<file path="src/inc/scc_pkg.sv">
package scc_pkg;

  // ****************************************
  // Register offsets
  // ****************************************
  localparam logic [7:0] ADR_CTRL1 = 8'h0e;  // Serial control one
  localparam logic [7:0] ADR_CTRL2 = 8'h0f;  // Serial control two
  localparam logic [7:0] ADR_STAT  = 8'h10;  // Status flags
  localparam logic [7:0] ADR_DATA  = 8'h11;  // Tx write / rx read data

  // ****************************************
  // Field positions
  // ****************************************
  localparam int C1_RX9  = 7;  // Received ninth bit, read only
  localparam int C1_TX9  = 6;  // Ninth bit to send
  localparam int C1_FMT  = 4;  // Nine data bit format
  localparam int C1_WAKE = 3;  // Wake on address mark
  localparam int C1_POL  = 2;  // Clock rest level
  localparam int C1_PHA  = 1;  // Clock at bit start
  localparam int C1_LBC  = 0;  // Clock on last data bit
  localparam int C2_TXEI = 7;  // Tx empty irq enable
  localparam int C2_TCI  = 6;  // Tx done irq enable
  localparam int C2_RXI  = 5;  // Rx full / overrun irq enable
  localparam int C2_ILI  = 4;  // Idle irq enable
  localparam int C2_TE   = 3;  // Transmitter enable
  localparam int C2_RE   = 2;  // Receiver enable
  localparam int C2_SLP  = 1;  // Receiver sleep
  localparam int C2_BRK  = 0;  // Send break

  // ****************************************
  // Reset values and counts
  // ****************************************
  localparam logic [7:0] CTRL1_RST = 8'h00;  // Control one after reset
  localparam logic [7:0] CTRL2_RST = 8'h00;  // Control two after reset
  localparam logic       TX_REG_EMPTY_FLAG_RST  = 1'b1;   // Tx register empty
  localparam logic       TC_RST    = 1'b1;   // Tx complete
  localparam logic [3:0] LEN8      = 4'ha;   // Frame bits, 8 bit format
  localparam logic [3:0] LEN9      = 4'hb;   // Frame bits, 9 bit format
  localparam int         BIT_CYC   = 16;     // Mclk cycles per bit

  // ****************************************
  // Types
  // ****************************************
  typedef struct packed {
    logic [7:0] addr;   // Register offset
    logic [7:0] wdata;  // Write data
    logic       wr;     // Write strobe
    logic       rd;     // Read strobe
  } scc_bus_t;

  typedef enum logic {TX_IDLE, TX_SHIFT} scc_tx_st_t;
  typedef enum logic [1:0] {K_DATA, K_PRE, K_BRK, K_MARK} scc_kind_t;
  typedef enum logic [1:0] {RX_IDLE, RX_START, RX_BITS} scc_rx_st_t;

  typedef struct packed {
    logic [7:0]  c1;      // Serial control one
    logic [7:0]  c2;      // Serial control two
    logic        tx_reg_empty_flag;    // Tx register empty
    logic        tc;      // Tx complete
    logic        rx_reg_full_flag;    // Rx register full
    logic        idle;    // Idle line seen
    logic        ovr;     // Overrun
    logic        nf;      // Noise
    logic        fe;      // Framing error
    logic        seen;    // Status read armed
    logic        armed;   // Idle flag may set
    logic        pend;    // Preamble owed
    logic [7:0]  tdr;     // Tx data register
    logic [7:0]  rdr;     // Rx data register
    scc_tx_st_t  ts;      // Tx state
    scc_kind_t   kind;    // Unit being shifted
    logic [11:0] tsh;     // Tx shifter
    logic [3:0]  tbit;    // Tx bit index
    logic [3:0]  tlen;    // Tx unit length
    logic [15:0] tbc;     // Tx bit timer
    logic [1:0]  sync;    // Rx pin synchroniser
    logic [2:0]  hist;    // Rx sample history
    scc_rx_st_t  rs;      // Rx state
    logic [15:0] rbc;     // Rx bit timer
    logic [3:0]  rbit;    // Rx bit index
    logic [9:0]  rsh;     // Rx shifter
    logic        nfw;     // Working noise
    logic [15:0] icnt;    // Idle line timer
    logic [7:0]  rdata;   // Read data out
    logic        txd;     // Tx pin level
    logic        txd_oe;  // Tx pin enable
    logic        sclk;    // Clock pin level
    logic        sclk_oe; // Clock pin enable
    logic        irq;     // Combined irq
  } scc_st_t;

endpackage : scc_pkg

</file>
<file path="src/design/scc_sci_ctrl.sv">
// Contract
// RULE1 - Ninth rx bit stored with rx data
// RULE2 - Ninth tx bit loaded into shifter
// RULE3 - One format bit sets 8/9 data
// RULE4 - Wake method gates receive full
// RULE5 - Wake select writable at any time
// RULE6 - Clock pin rests at polarity
// RULE7 - Phase picks bit start or middle
// RULE8 - Last bit clock only if enabled
// RULE9 - Software sets clock options before enable
// RULE10 - Four enables gate interrupt sources
// RULE11 - Enabled transmitter drives data, clock
// RULE12 - Preamble of ones on enable
// RULE13 - Disable finishes byte, then tristate
// RULE14 - Re-enable finishes byte, new preamble
// RULE15 - Software disables after last empty flag
// RULE16 - Disabled receiver sets no flags
// RULE17 - Sleep blocks new flags, keeps old
// RULE18 - Idle wake clears sleep; idle ignores
// RULE19 - Address mark clears sleep, delivers
// RULE20 - Break sends whole blocks of zeros
// RULE21 - High bit after each break
// RULE22 - No clock outside data bits
// RULE23 - One combined interrupt request
//
// The address-and-strobe port was left to the implementer.
`timescale 1ns/1ns
`default_nettype none

module scc_sci_ctrl #(
  parameter int BIT_CYC = scc_pkg::BIT_CYC   // Mclk cycles per bit
) (
  input  wire logic             mclk,         // System clock
  input  wire logic             reset,        // Sync reset, high
  input  wire scc_pkg::scc_bus_t bus,         // Register request
  output logic [7:0]            rdata,        // Read data, next cycle
  input  wire logic             rx_data_pin,  // Serial receive pin
  output logic                  txd,          // Tx pin level
  output logic                  txd_oe,       // Tx pin enable
  output logic                  sclk,         // Clock pin level
  output logic                  sclk_oe,      // Clock pin enable
  output logic                  irq           // Interrupt request
);

  // ****************************************
  // Derived values
  // ****************************************
  localparam logic [15:0] BC   = 16'(BIT_CYC);      // Bit time
  localparam logic [15:0] HALF = 16'(BIT_CYC / 2);  // Mid bit

  scc_pkg::scc_st_t q;         // Registered state
  scc_pkg::scc_st_t n;         // Next state
  logic [3:0]       flen;      // Frame length
  logic [3:0]       ndat;      // Data bits
  logic [15:0]      idle_lim;  // Idle time in cycles
  logic             line_idle; // Line idle now
  logic             vote;      // Majority sample
  logic             noisy;     // Samples disagree
  logic             tend;      // Tx unit ends
  logic             msb;       // Address mark bit
  logic             sclk_act;  // Clock pulse phase

  // ****************************************
  // Frame geometry and sample voting
  // ****************************************
  // RULE3 format sets length
  assign flen      = q.c1[scc_pkg::C1_FMT] ? scc_pkg::LEN9 : scc_pkg::LEN8;
  assign ndat      = flen - 4'h2;
  assign idle_lim  = 16'({12'h000, flen} * BC);
  assign line_idle = (q.icnt >= idle_lim);
  // Two of three samples decide a bit
  assign vote      = (q.hist[0] & q.hist[1]) | (q.hist[0] & q.hist[2])
                   | (q.hist[1] & q.hist[2]);
  // Any disagreement marks noise
  assign noisy     = !(&q.hist) && (|q.hist);
  // Last cycle of a unit's last bit
  assign tend      = (q.ts == scc_pkg::TX_SHIFT) && (q.tbc == BC - 16'h0001)
                   && (q.tbit == q.tlen - 4'h1);
  // Wake mark is the top data bit
  assign msb       = q.c1[scc_pkg::C1_FMT] ? q.rsh[8] : q.rsh[7];

  // ****************************************
  // Next state
  // ****************************************
  always_comb
  begin
    // Hold every field unless a branch moves it
    n        = q;
    sclk_act = 1'b0;
    // Read data stands one cycle only
    n.rdata  = 8'h00;
    // Pin passes two flops before use
    n.sync   = {q.sync[0], rx_data_pin};
    n.hist   = {q.hist[1:0], q.sync[1]};

    // Register reads
    if (bus.rd)
    begin
      unique case (bus.addr)
        scc_pkg::ADR_CTRL1: n.rdata = q.c1;
        scc_pkg::ADR_CTRL2: n.rdata = q.c2;
        scc_pkg::ADR_STAT:
        begin
          n.rdata = {q.tx_reg_empty_flag, q.tc, q.rx_reg_full_flag, q.idle, q.ovr, q.nf, q.fe, 1'b0};
          n.seen  = 1'b1;
        end
        scc_pkg::ADR_DATA:
        begin
          n.rdata = q.rdr;
          // Status then data read clears rx flags
          if (q.seen)
          begin
            n.rx_reg_full_flag = 1'b0;
            n.idle = 1'b0;
            n.ovr  = 1'b0;
            n.nf   = 1'b0;
            n.fe   = 1'b0;
            n.seen = 1'b0;
          end
        end
        default: n.rdata = 8'h00;  // Unmapped reads zero
      endcase
    end

    // Register writes
    if (bus.wr)
    begin
      unique case (bus.addr)
        scc_pkg::ADR_CTRL1:
          // RULE5 wake select writable
          n.c1 = {q.c1[7], bus.wdata[6], 1'b0, bus.wdata[4:0]};
        scc_pkg::ADR_CTRL2:
        begin
          n.c2 = bus.wdata;
          // RULE12 enable rising owes preamble
          if (bus.wdata[scc_pkg::C2_TE] && !q.c2[scc_pkg::C2_TE])
            n.pend = 1'b1;
          // RULE18 sleep refused on idle line
          if (bus.wdata[scc_pkg::C2_SLP] && !q.c2[scc_pkg::C2_SLP]
              && !q.c1[scc_pkg::C1_WAKE] && line_idle)
            n.c2[scc_pkg::C2_SLP] = 1'b0;
        end
        scc_pkg::ADR_DATA:
        begin
          n.tdr = bus.wdata;
          // Status then data write clears tx flags
          if (q.seen)
          begin
            n.tx_reg_empty_flag = 1'b0;
            n.tc   = 1'b0;
            n.seen = 1'b0;
          end
        end
        default: ;  // Unmapped writes ignored
      endcase
    end

    // ****************************************
    // Transmitter
    // ****************************************
    // Bit timer and shifter advance per bit
    if (q.ts == scc_pkg::TX_SHIFT)
    begin
      n.tbc = q.tbc + 16'h0001;
      if (q.tbc == BC - 16'h0001)
      begin
        n.tbc  = 16'h0000;
        n.tbit = q.tbit + 4'h1;
        // Ones fill behind so the line marks
        n.tsh  = {1'b1, q.tsh[11:1]};
      end
    end

    // Choose next unit at idle or unit end
    // Priority: disable, preamble, break, mark, data
    if (q.ts == scc_pkg::TX_IDLE || tend)
    begin
      n.ts   = scc_pkg::TX_SHIFT;
      n.tbc  = 16'h0000;
      n.tbit = 4'h0;
      n.tlen = flen;
      // RULE13 finish unit then release pins
      if (!q.c2[scc_pkg::C2_TE])
      begin
        n.ts   = scc_pkg::TX_IDLE;
        n.kind = scc_pkg::K_DATA;
      end
      // RULE14 re-enable sends new preamble
      else if (q.pend)
      begin
        n.kind = scc_pkg::K_PRE;
        n.tsh  = 12'hfff;
        n.pend = 1'b0;
      end
      // RULE20 break blocks while set
      else if (q.c2[scc_pkg::C2_BRK])
      begin
        n.kind = scc_pkg::K_BRK;
        n.tsh  = 12'h000;
      end
      // RULE21 mark bit after break
      else if (q.ts == scc_pkg::TX_SHIFT && q.kind == scc_pkg::K_BRK)
      begin
        n.kind = scc_pkg::K_MARK;
        n.tsh  = 12'hfff;
        n.tlen = 4'h1;
      end
      else if (!q.tx_reg_empty_flag)
      begin
        n.kind = scc_pkg::K_DATA;
        n.tx_reg_empty_flag = 1'b1;
        // Start low, data, ninth or stop, stop
        // RULE2 ninth bit into shifter
        if (q.c1[scc_pkg::C1_FMT])
          n.tsh = {1'b1, 1'b1, q.c1[scc_pkg::C1_TX9], q.tdr, 1'b0};
        else
          n.tsh = {1'b1, 1'b1, 1'b1, q.tdr, 1'b0};
      end
      else
      begin
        n.ts   = scc_pkg::TX_IDLE;
        n.kind = scc_pkg::K_DATA;
        // Nothing to send: mark and report done
        n.tc   = 1'b1;
      end
    end

    // RULE22 clock only on data bits
    if (n.ts == scc_pkg::TX_SHIFT && n.kind == scc_pkg::K_DATA
        && n.tbit != 4'h0 && n.tbit <= ndat)
    begin
      // RULE8 last bit clock option
      if (n.tbit != ndat || q.c1[scc_pkg::C1_LBC])
        // RULE7 pulse at start or middle
        sclk_act = q.c1[scc_pkg::C1_PHA] ? (n.tbc < HALF) : (n.tbc >= HALF);
    end

    // Pins held until the last unit leaves
    // RULE11 pins driven while enabled
    n.txd_oe  = n.c2[scc_pkg::C2_TE] || (n.ts == scc_pkg::TX_SHIFT);
    n.sclk_oe = n.txd_oe;
    n.txd     = (n.ts == scc_pkg::TX_SHIFT) ? n.tsh[0] : 1'b1;
    // RULE6 rest level follows polarity
    n.sclk    = q.c1[scc_pkg::C1_POL] ^ sclk_act;

    // ****************************************
    // Receiver
    // ****************************************
    // RULE16 disabled receiver sets nothing
    if (!q.c2[scc_pkg::C2_RE])
    begin
      n.rs   = scc_pkg::RX_IDLE;
      n.icnt = 16'h0000;
    end
    else
    begin
      unique case (q.rs)
        scc_pkg::RX_IDLE:
        begin
          n.rbc = 16'h0000;
          // Count high time, saturating at idle
          n.icnt = q.sync[1] ? (line_idle ? q.icnt : q.icnt + 16'h0001) : 16'h0000;
          // Idle time reached this cycle
          if (q.sync[1] && q.icnt == idle_lim - 16'h0001)
          begin
            // RULE18 idle wake clears sleep
            if (q.c2[scc_pkg::C2_SLP] && !q.c1[scc_pkg::C1_WAKE])
              n.c2[scc_pkg::C2_SLP] = 1'b0;
            // RULE17 asleep sets no idle
            else if (!q.c2[scc_pkg::C2_SLP] && q.armed)
            begin
              n.idle  = 1'b1;
              n.armed = 1'b0;
            end
          end
          // Falling line opens a frame
          if (!q.sync[1])
            n.rs = scc_pkg::RX_START;
        end
        scc_pkg::RX_START, scc_pkg::RX_BITS:
        begin
          n.icnt = 16'h0000;
          // Bit timer wraps each bit time
          n.rbc  = (q.rbc == BC - 16'h0001) ? 16'h0000 : q.rbc + 16'h0001;
          // Sample once history spans mid bit
          if (q.rbc == HALF + 16'h0001)
          begin
            if (q.rs == scc_pkg::RX_START)
            begin
              // Majority high is a false start
              n.rs   = vote ? scc_pkg::RX_IDLE : scc_pkg::RX_BITS;
              n.nfw  = noisy;
              n.rbit = 4'h0;
            end
            else if (q.rbit != ndat)
            begin
              n.rsh[q.rbit] = vote;
              n.nfw         = q.nfw | noisy;
              n.rbit        = q.rbit + 4'h1;
            end
            else
            begin
              // Stop bit sampled, frame ends
              n.rs = scc_pkg::RX_IDLE;
              // RULE19 address mark wakes receiver
              if (q.c2[scc_pkg::C2_SLP] && q.c1[scc_pkg::C1_WAKE] && msb)
                n.c2[scc_pkg::C2_SLP] = 1'b0;
              // RULE4 RULE17 deliver only when awake
              if (!q.c2[scc_pkg::C2_SLP]
                  || (q.c1[scc_pkg::C1_WAKE] && msb))
              begin
                // Overrun keeps the held byte
                if (q.rx_reg_full_flag)
                  n.ovr = 1'b1;
                // Framing error blocks new transfers
                else if (!q.fe)
                begin
                  n.rdr   = q.rsh[7:0];
                  // RULE1 ninth bit with data
                  n.c1[scc_pkg::C1_RX9] = q.rsh[8];
                  n.rx_reg_full_flag  = 1'b1;
                  n.fe    = !vote;
                  n.nf    = q.nfw | noisy;
                  n.armed = 1'b1;
                end
              end
            end
          end
        end
        default: n.rs = scc_pkg::RX_IDLE;
      endcase
    end

    // Level request, registered with flags
    // RULE10 RULE23 gated sources combined
    n.irq = (n.tx_reg_empty_flag & n.c2[scc_pkg::C2_TXEI]) | (n.tc & n.c2[scc_pkg::C2_TCI])
          | ((n.rx_reg_full_flag | n.ovr) & n.c2[scc_pkg::C2_RXI])
          | (n.idle & n.c2[scc_pkg::C2_ILI]);
  end

  // ****************************************
  // State register
  // ****************************************
  always_ff @(posedge mclk)
  begin
    if (reset)
    begin
      q      <= '0;
      q.c1   <= scc_pkg::CTRL1_RST;
      q.c2   <= scc_pkg::CTRL2_RST;
      q.tx_reg_empty_flag <= scc_pkg::TX_REG_EMPTY_FLAG_RST;
      q.tc   <= scc_pkg::TC_RST;
      // Synchroniser starts at line idle
      q.sync <= 2'h3;
      q.hist <= 3'h7;
      q.txd  <= 1'b1;
    end
    else
      q <= n;
  end

  // ****************************************
  // Outputs straight from the state register
  // ****************************************
  assign rdata   = q.rdata;
  assign txd     = q.txd;
  assign txd_oe  = q.txd_oe;
  assign sclk    = q.sclk;
  assign sclk_oe = q.sclk_oe;
  assign irq     = q.irq;

endmodule : scc_sci_ctrl

`default_nettype wire

</file>
<file path="config.mk">
export PLATFORM = sky130hd
export DESIGN_NAME = scc_sci_ctrl
export DESIGN_NICKNAME = d
export VERILOG_FILES = /design/src/inc/scc_pkg.sv /design/src/design/scc_sci_ctrl.sv
export SDC_FILE = /design/constraint.sdc
export NUM_CORES = 1
export LEC_CHECK = 0
export BUFFER_PORTS_ARGS = -buffer_cell sky130_fd_sc_hd__buf_2
export CAP_MARGIN = 0
export CORE_MARGIN = 5
export CORE_UTILIZATION = 45
export DETAILED_ROUTE_END_ITERATION = 16
export GPL_ROUTABILITY_DRIVEN = 0
export SETUP_SLACK_MARGIN = 0.5
export SYNTH_ARGS = -nofsm -noshare
export SYNTH_HDL_FRONTEND = slang
export SYNTH_SLANG_ARGS = --single-unit
export TNS_END_PERCENT = 30
</file>
<file path="constraint.sdc">
create_clock -name mclk -period 4.1 [get_ports mclk]
set_input_delay 0.41 -clock mclk [delete_from_list [all_inputs] [get_ports mclk]]
set_output_delay 0.41 -clock mclk [all_outputs]
set_load 0.02 [all_outputs]
</file>
==> results.md, run 1 <==
* Worst setup SP type: flip-flop
* Top-count cell post-synth: dfxtp_1
* Slew headroom at 28.73%
* Dpl hpwl at 11.93 mm
* RSZ-0062 raised after global routing: no
* First-pass GRT wire length at 27.88 mm
* Post-CTS repair timing setup buffer count at 0
* Crit share post-route at 76.37%
* Fillers at 1444
* Min Hold Slack at 0.1702 ns
* Sequential area share after synthesis at 41.00%
* Finished Core Util at 51.53%
* Psw at 0.0006180 W
* Post-route DRC at 0
* Post-Route Setup TNS at 0 ns
* Part of the power in registers at 44.3%
* Cells after synthesis at 832
* VDD IR max at 0.3280 mV
* Post-DR wirelength/cell at 15.98 µm
* P_int at 0.002534 W
* Post-route ant nets at 0
* Number of synthesized flops with an enable pin at 0
* Core box area at 15200 µm²
* Largest family of logic cells by synthesized area: simple AND/OR/NAND/NOR gates
* Layout cell share with drive strength beyond 1 at 11.49%
* Tot GR Track Use at 18.88%
* N_diodes at 0
* Worst-path maximum fanout at 5
* Clock share of power at 54.1%
* Async SR Flop Fraction at 0%
* TritonCTS buffer count at 17
* Mux cell area share after synthesis at 3.369%
* Later-pin clock latency in the skew report at 0.42 ns
* Final min period at 3.131 ns
* Max-slew violation count at 0
* Reg clk slew, reported paths at 0.06 ns
* Sw frac at 19.61%
* CTS tree: built
* Hold violation count in the final report at 0
* Fin nets at 878
* Final wirelength at 16.64 mm
* Syn Nets at 870
* Longest Clk Path Bufs at 2
* Pwr dens at 402.3 nW/µm²
* Crit path required time at 4.41 ns
* Initial antenna violation count at 0
* Total grt overflow at 0
* Post-CTS sizing at 0
* Register bit count reported by yosys at 143
* Die Area at 18110 µm²
* Vias post-DR at 5957
* Worst hold path class: in -> reg
* Clock skew at 0.009025 ns
* Port Buffers at 33
* Distinct cells, synth at 73
* Synthesized cell area at 6982 µm²
* Worst-Margin Slew at 1.061 ns
* Clk sinks at 143
* Simple-Gate Fraction of Synth Area at 27.24%
* Cell taking the most area after synthesis: dfxtp_1
* Die Span Y at 134.6 µm
* Ranking of synthesized cells by area: dfxtp_1 41%, nand2_1 5.5%, nor2_1 5.3%
* Die span in x at 134.6 µm
* Final setup viols at 0
* Fmax achieved at 319.4 MHz
* DRT Pass-1 Iters at 5
* Synth Area in Compound Gates at 14.91%
* Max-Cap Viols at 0
* Top_reg_cell synth: dfxtp_1
* Starting DRC count in detailed routing at 405
* Comb power frac at 1.7%
* I/O pin count at 34
* Synth Area in Adders at 3.190%
* Synth warn at 0
* Post-synthesis xor/xnor area fraction at 5.520%
* Crit. End Element: flip-flop
* H-tree Lvls at 4
* Leak at 2.751 nW
* DR vias/cell at 5.722
* CTS Hold Bufs at 0
* Post-Syn Area per Cell at 8.391 µm²
* Starting Density at 45.93%
* Crit Path Category: reg -> reg
* Crit path DAT at 3.44 ns
* FP Rows at 45
* Vias in the first global route at 5697
* Synth cell count leaders: 143 x dfxtp_1, 102 x nand2_1, 99 x nor2_1, 68 x a21oi_1, 48 x nand3_1
* Yosys top cell area share at 41.00%
* Root Buffer: clkbuf_16
* Area growth syn-to-layout at 12.20%
* Status: completed
* Largest net degree at the start of global routing at 48
registers in the layout, summed over array words and instances (netlist names), named ones only:
register / count
q: 118
rdata: 8
n: 4
irq: 1
sclk: 1
sclk_oe: 1
txd: 1
per-stage QoR:
step	area, µm²	std cells	setup slack (ns)	power, W
global route	7834	1041	0.7149	0.003251
detailed placement	7177	1009	0.9656	0.001478
floorplan	6982	832	1.171	0.001453
CTS	7834	1041	0.9537	0.003191
global placement	7177	1009	1.122	0.001477
finish	7834	1041	0.9688	0.003152
worst max-delay path, cell delays in order (launching register included):
cell and delay, ns:
dfxtp_1 0.37, ha_1 0.27, and3_1 0.22, nand4_1 0.25
xor2_1 0.26, or2_2 0.30, ha_1 0.29, mux2_2 0.33
o2111a_1 0.13, o21ai_0 0.18, mux2i_1 0.10, mux2_1 0.31
final timing paths:
check	start	endpoint	slack [ns]	cells past startpoint
setup reg to reg	q[67]	sclk	0.97	11
setup / recovery	q[67]	sclk	0.97	11
hold / removal	rx_data_pin	n[66]	0.17	2
hold reg to reg	n[66]	n[62]	0.42	1
power by group through the flow:
stage / registers (W) / logic, W / clock network (W)
floorplan: 0.00143 / 0.0000283 / 0
detailed placement: 0.00143 / 0.0000521 / 0
CTS: 0.00140 / 0.0000524 / 0.00174
global placement: 0.00143 / 0.0000515 / 0
global route: 0.00140 / 0.0000567 / 0.00180
finish: 0.00140 / 0.0000526 / 0.00170
logic make-up (layout without fill, tap and decap cells):
kind of cell	after synthesis	after routing
and+or+nand+nor	371	371
AOI/OAI and AO/OA	162	162
DFF	143	143
buffers and inverters	71	92
xor gates and xnor gates	44	44
muxes	23	23
adders and majority gates	18	18
per-layer routing:
metal	part of all wire, %	GRT usage (%)	wire (µm)
met2	46	29.50	7654
met4	1.4	6.618	226
met5	0	0	0
met1	48	25.85	7924
met3	5.0	4.173	833
area by class of cell:
type                            instances  area [µm²]  share of cell area (%)
Multi-Input combinational cell        618        3786                   48.33
Sequential cell                       143        2863                   36.54
Clock buffer                           22       474.2                   6.053
Tap cell                              188       235.2                   3.003
Timing Repair Buffer                   40       217.7                   2.779
Clock inverter                         10       182.7                   2.332
Inverter                               20       75.07                  0.9583
placed cells by master (no fill, tap or decap), types with 3 or more instances in the layout:
cell type     n
clkbuf_16    17
buf_4         7
a22oi_1      16
buf_2        33
or3_1         7
nand2b_1      6
nor4_1       12
a211o_1       8
xor2_1       21
inv_1        20
clkinvlp_4    3
nand4_1      16
and4_1        4
nor4b_1       3
nand3_1      48
nor4_2        5
and2_1        4
nand2_1     102
nor2b_1       9
a31oi_1       8
xnor2_1      23
a211oi_1      3
or2_2         6
o31ai_1       3
a21oi_1      68
ha_1         17
nor2_1       99
or4_1         3
mux2i_1      19
o21ai_0      21
a221oi_1     10
clkbuf_8      3
nor3_1       16
o21a_1        3
bufinv_16     5
and3_1       10
dfxtp_1     143
Note: power is estimated with default switching activity, not from simulation.
==> run 2, diff against run 1 <==
Clock period 4.1 ns to 2.55 ns, I/O delays scaled along.
==> run 2 against run 1 <==
The run now ends with setup timing left. Final cell count grew 8.8%. Sequential share of layout area shrank 5.0 points. Flip-flop and latch count is the same. Maximum frequency grew 18%. Die area is the same. Worst hold slack lost 0.16 ns. Critical endpoint unchanged. Largest power group unchanged.
==> results.md, run 2 (synthesized netlist as in run 1, its figures left out) <==
* Reg2reg end: sclk
* I/O pin count at 34
* Clk sinks at 143
* Most common cell after layout, fill and taps aside: dfxtp_1
* Total grt overflow at 0
* Initial antenna violation count at 0
* Met1 Use GR at 26.84%
* DR vias/cell at 5.760
* Max reg flops at 118
* Root Buffer: clkbuf_16
* Post-route cell area at 9163 µm²
* Clock skew at 0.007562 ns
* First-pass GRT wire length at 30.47 mm
* DRT Pass-1 Iters at 5
* CTS tree: built
* Starting Density at 45.93%
* Critical Path Source: q[67]
* GR Layer Usage met3 at 4.322%
* Longest Clk Path Bufs at 2
* Psw at 0.001006 W
* Max-slew violation count at 0
* Largest net degree at the start of global routing at 58
* VDD IR max at 0.4719 mV
* TritonCTS buffer count at 17
* Tot GR Track Use at 20.53%
* Worst setup SP type: flip-flop
* Vias in the first global route at 6295
* Fin nets at 970
* Biggest register: q
* Worst-path maximum fanout at 2
* H-tree Lvls at 4
* Layout cell share with drive strength beyond 1 at 30.69%
* Reg2reg start: q[67]
* Final min period at 2.654 ns
* Worst hold path startpoint: rx_data_pin
* Port Buffers at 33
* Placed Instance Area at 7585 µm²
* Die Area at 18110 µm²
* Worst hold path class: in -> reg
* Reg2Reg Depth at 11
* Die span in x at 134.6 µm
* Crit Path Category: reg -> reg
* Reg2Reg Setup Slack at -0.10 ns
* Pwr dens at 540.5 nW/µm²
* Post-route DRC at 0
* Top Usage Layer GRT: met2
* Fmax achieved at 376.8 MHz
* Post-Place Worst Slack at -0.1364 ns
* Min Hold Slack at 0.01250 ns
* Post-route ant nets at 0
* Slew headroom at 37.36%
* Failing checks: setup timing
* Worst-Margin Slew at 0.9383 ns
* Reg clk slew, reported paths at 0.06 ns
* Hold violation count in the final report at 0
* Status: finished with violations
* Sw frac at 20.30%
* Die Span Y at 134.6 µm
* N_diodes at 0
* Worst setup path endpoint: sclk
* Starting DRC count in detailed routing at 437
* Final wirelength at 18.91 mm
* Crit path required time at 2.86 ns
* Crit. End Element: flip-flop
* Core box area at 15200 µm²
* RSZ-0062 raised after global routing: yes
* Final setup viols at 1
* Part of the power in registers at 45.3%
* FP Rows at 45
* Final WS setup at -0.1037 ns
* Crit path DAT at 2.96 ns
* P_int at 0.003947 W
* Leak at 3.391 nW
* Max-Cap Viols at 0
* Crit share post-route at 104.1%
* Met2 Use GR at 33.07%
* Comb power frac at 1.9%
* Later-pin clock latency in the skew report at 0.42 ns
* Area growth syn-to-layout at 31.24%
* Post-DR wirelength/cell at 16.69 µm
* Dpl hpwl at 12.48 mm
* Vias post-DR at 6526
* Commonest non-fill, non-tap cells in the layout: 126 x dfxtp_1, 95 x nor2_1, 89 x nand2_1
* Clock share of power at 52.8%
[run 2: changes by cell type in the layout (fill, tap and decap cells not counted), moves of 8 or more]
cell and change:
a21oi_1 -11, mux2i_2 +8, nand2_1 -13, buf_4 +63
dfxtp_2 +14, dfxtp_1 -17, buf_6 +26, mux2i_1 -8
a221oi_2 +9, a21oi_2 +9, a221oi_1 -9
[run 2: through the flow]
stage | power [W] | setup TNS, ns | utilization (%) | std cells
after floorplan | 0.002337 | -0.2442 | - | 832
after global placement | 0.002379 | -0.07440 | 49.89 | 1056
after detailed placement | 0.002381 | -0.1364 | 49.89 | 1056
after CTS | 0.004988 | -0.06270 | 56.93 | 1113
after global routing | 0.005113 | -0.2637 | 60.27 | 1133
final | 0.004952 | -0.1037 | 60.27 | 1133
[run 2: cell type report]
cell class / count / area [µm²]
fill: 1318 / 6040
tap: 188 / 235.2
clock inverter: 11 / 162.7
timing repair buffer: 132 / 1033
sequential: 143 / 2892
clock buffer: 21 / 460.4
inverter: 20 / 77.57
multi-input combinational: 618 / 4302
[run 2: power groups by stage]
stage	Combinational, W	Sequential [W]	Clock (W)
3_5_place_dp	0.0000878	0.00229	0
4_1_cts	0.0000913	0.00224	0.00265
2_1_floorplan	0.0000460	0.00229	0
5_1_grt	0.000104	0.00224	0.00277
3_3_place_gp	0.0000863	0.00229	0
6_report	0.0000948	0.00224	0.00262
[run 2: per-layer routing]
layer  wire (µm)  vias to the layer above
met5           0                        -
met4         526                        0
met3        1095                       50
met2        8975                      221
met1        8307                     3097
li1            -                     3158
[run 2: worst min-delay path by stage]
stage	slack [ns]	endpoint	depth (start not counted)
finish	0.01	n[66]	2
floorplan	0.36	n[66]	1
detailed placement	0.39	n[62]	1
global route	0.01	n[66]	2
global placement	0.40	n[62]	1
CTS	0.006	n[66]	2
[run 2: repair_timing]
action                                  in CTS  in global routing
endpoints found under the hold margin        0                  0
cloned                                       1                  0
endpoints found under the setup margin      50                 64
hold buffers                                 0                  0
resized for setup                           70                 94
buffers inserted                            24                 20
pin swaps                                   27                 63
[run 2: worst max-delay path: stages, from the launching register on]
cell	delay (ns)
dfxtp_2	0.35
ha_4	0.14
and3_4	0.17
nand4_1	0.18
xor2_1	0.23
or2_4	0.26
ha_4	0.27
mux2_4	0.29
o2111a_1	0.14
o21ai_1	0.12
mux2i_1	0.08
mux2_1	0.32
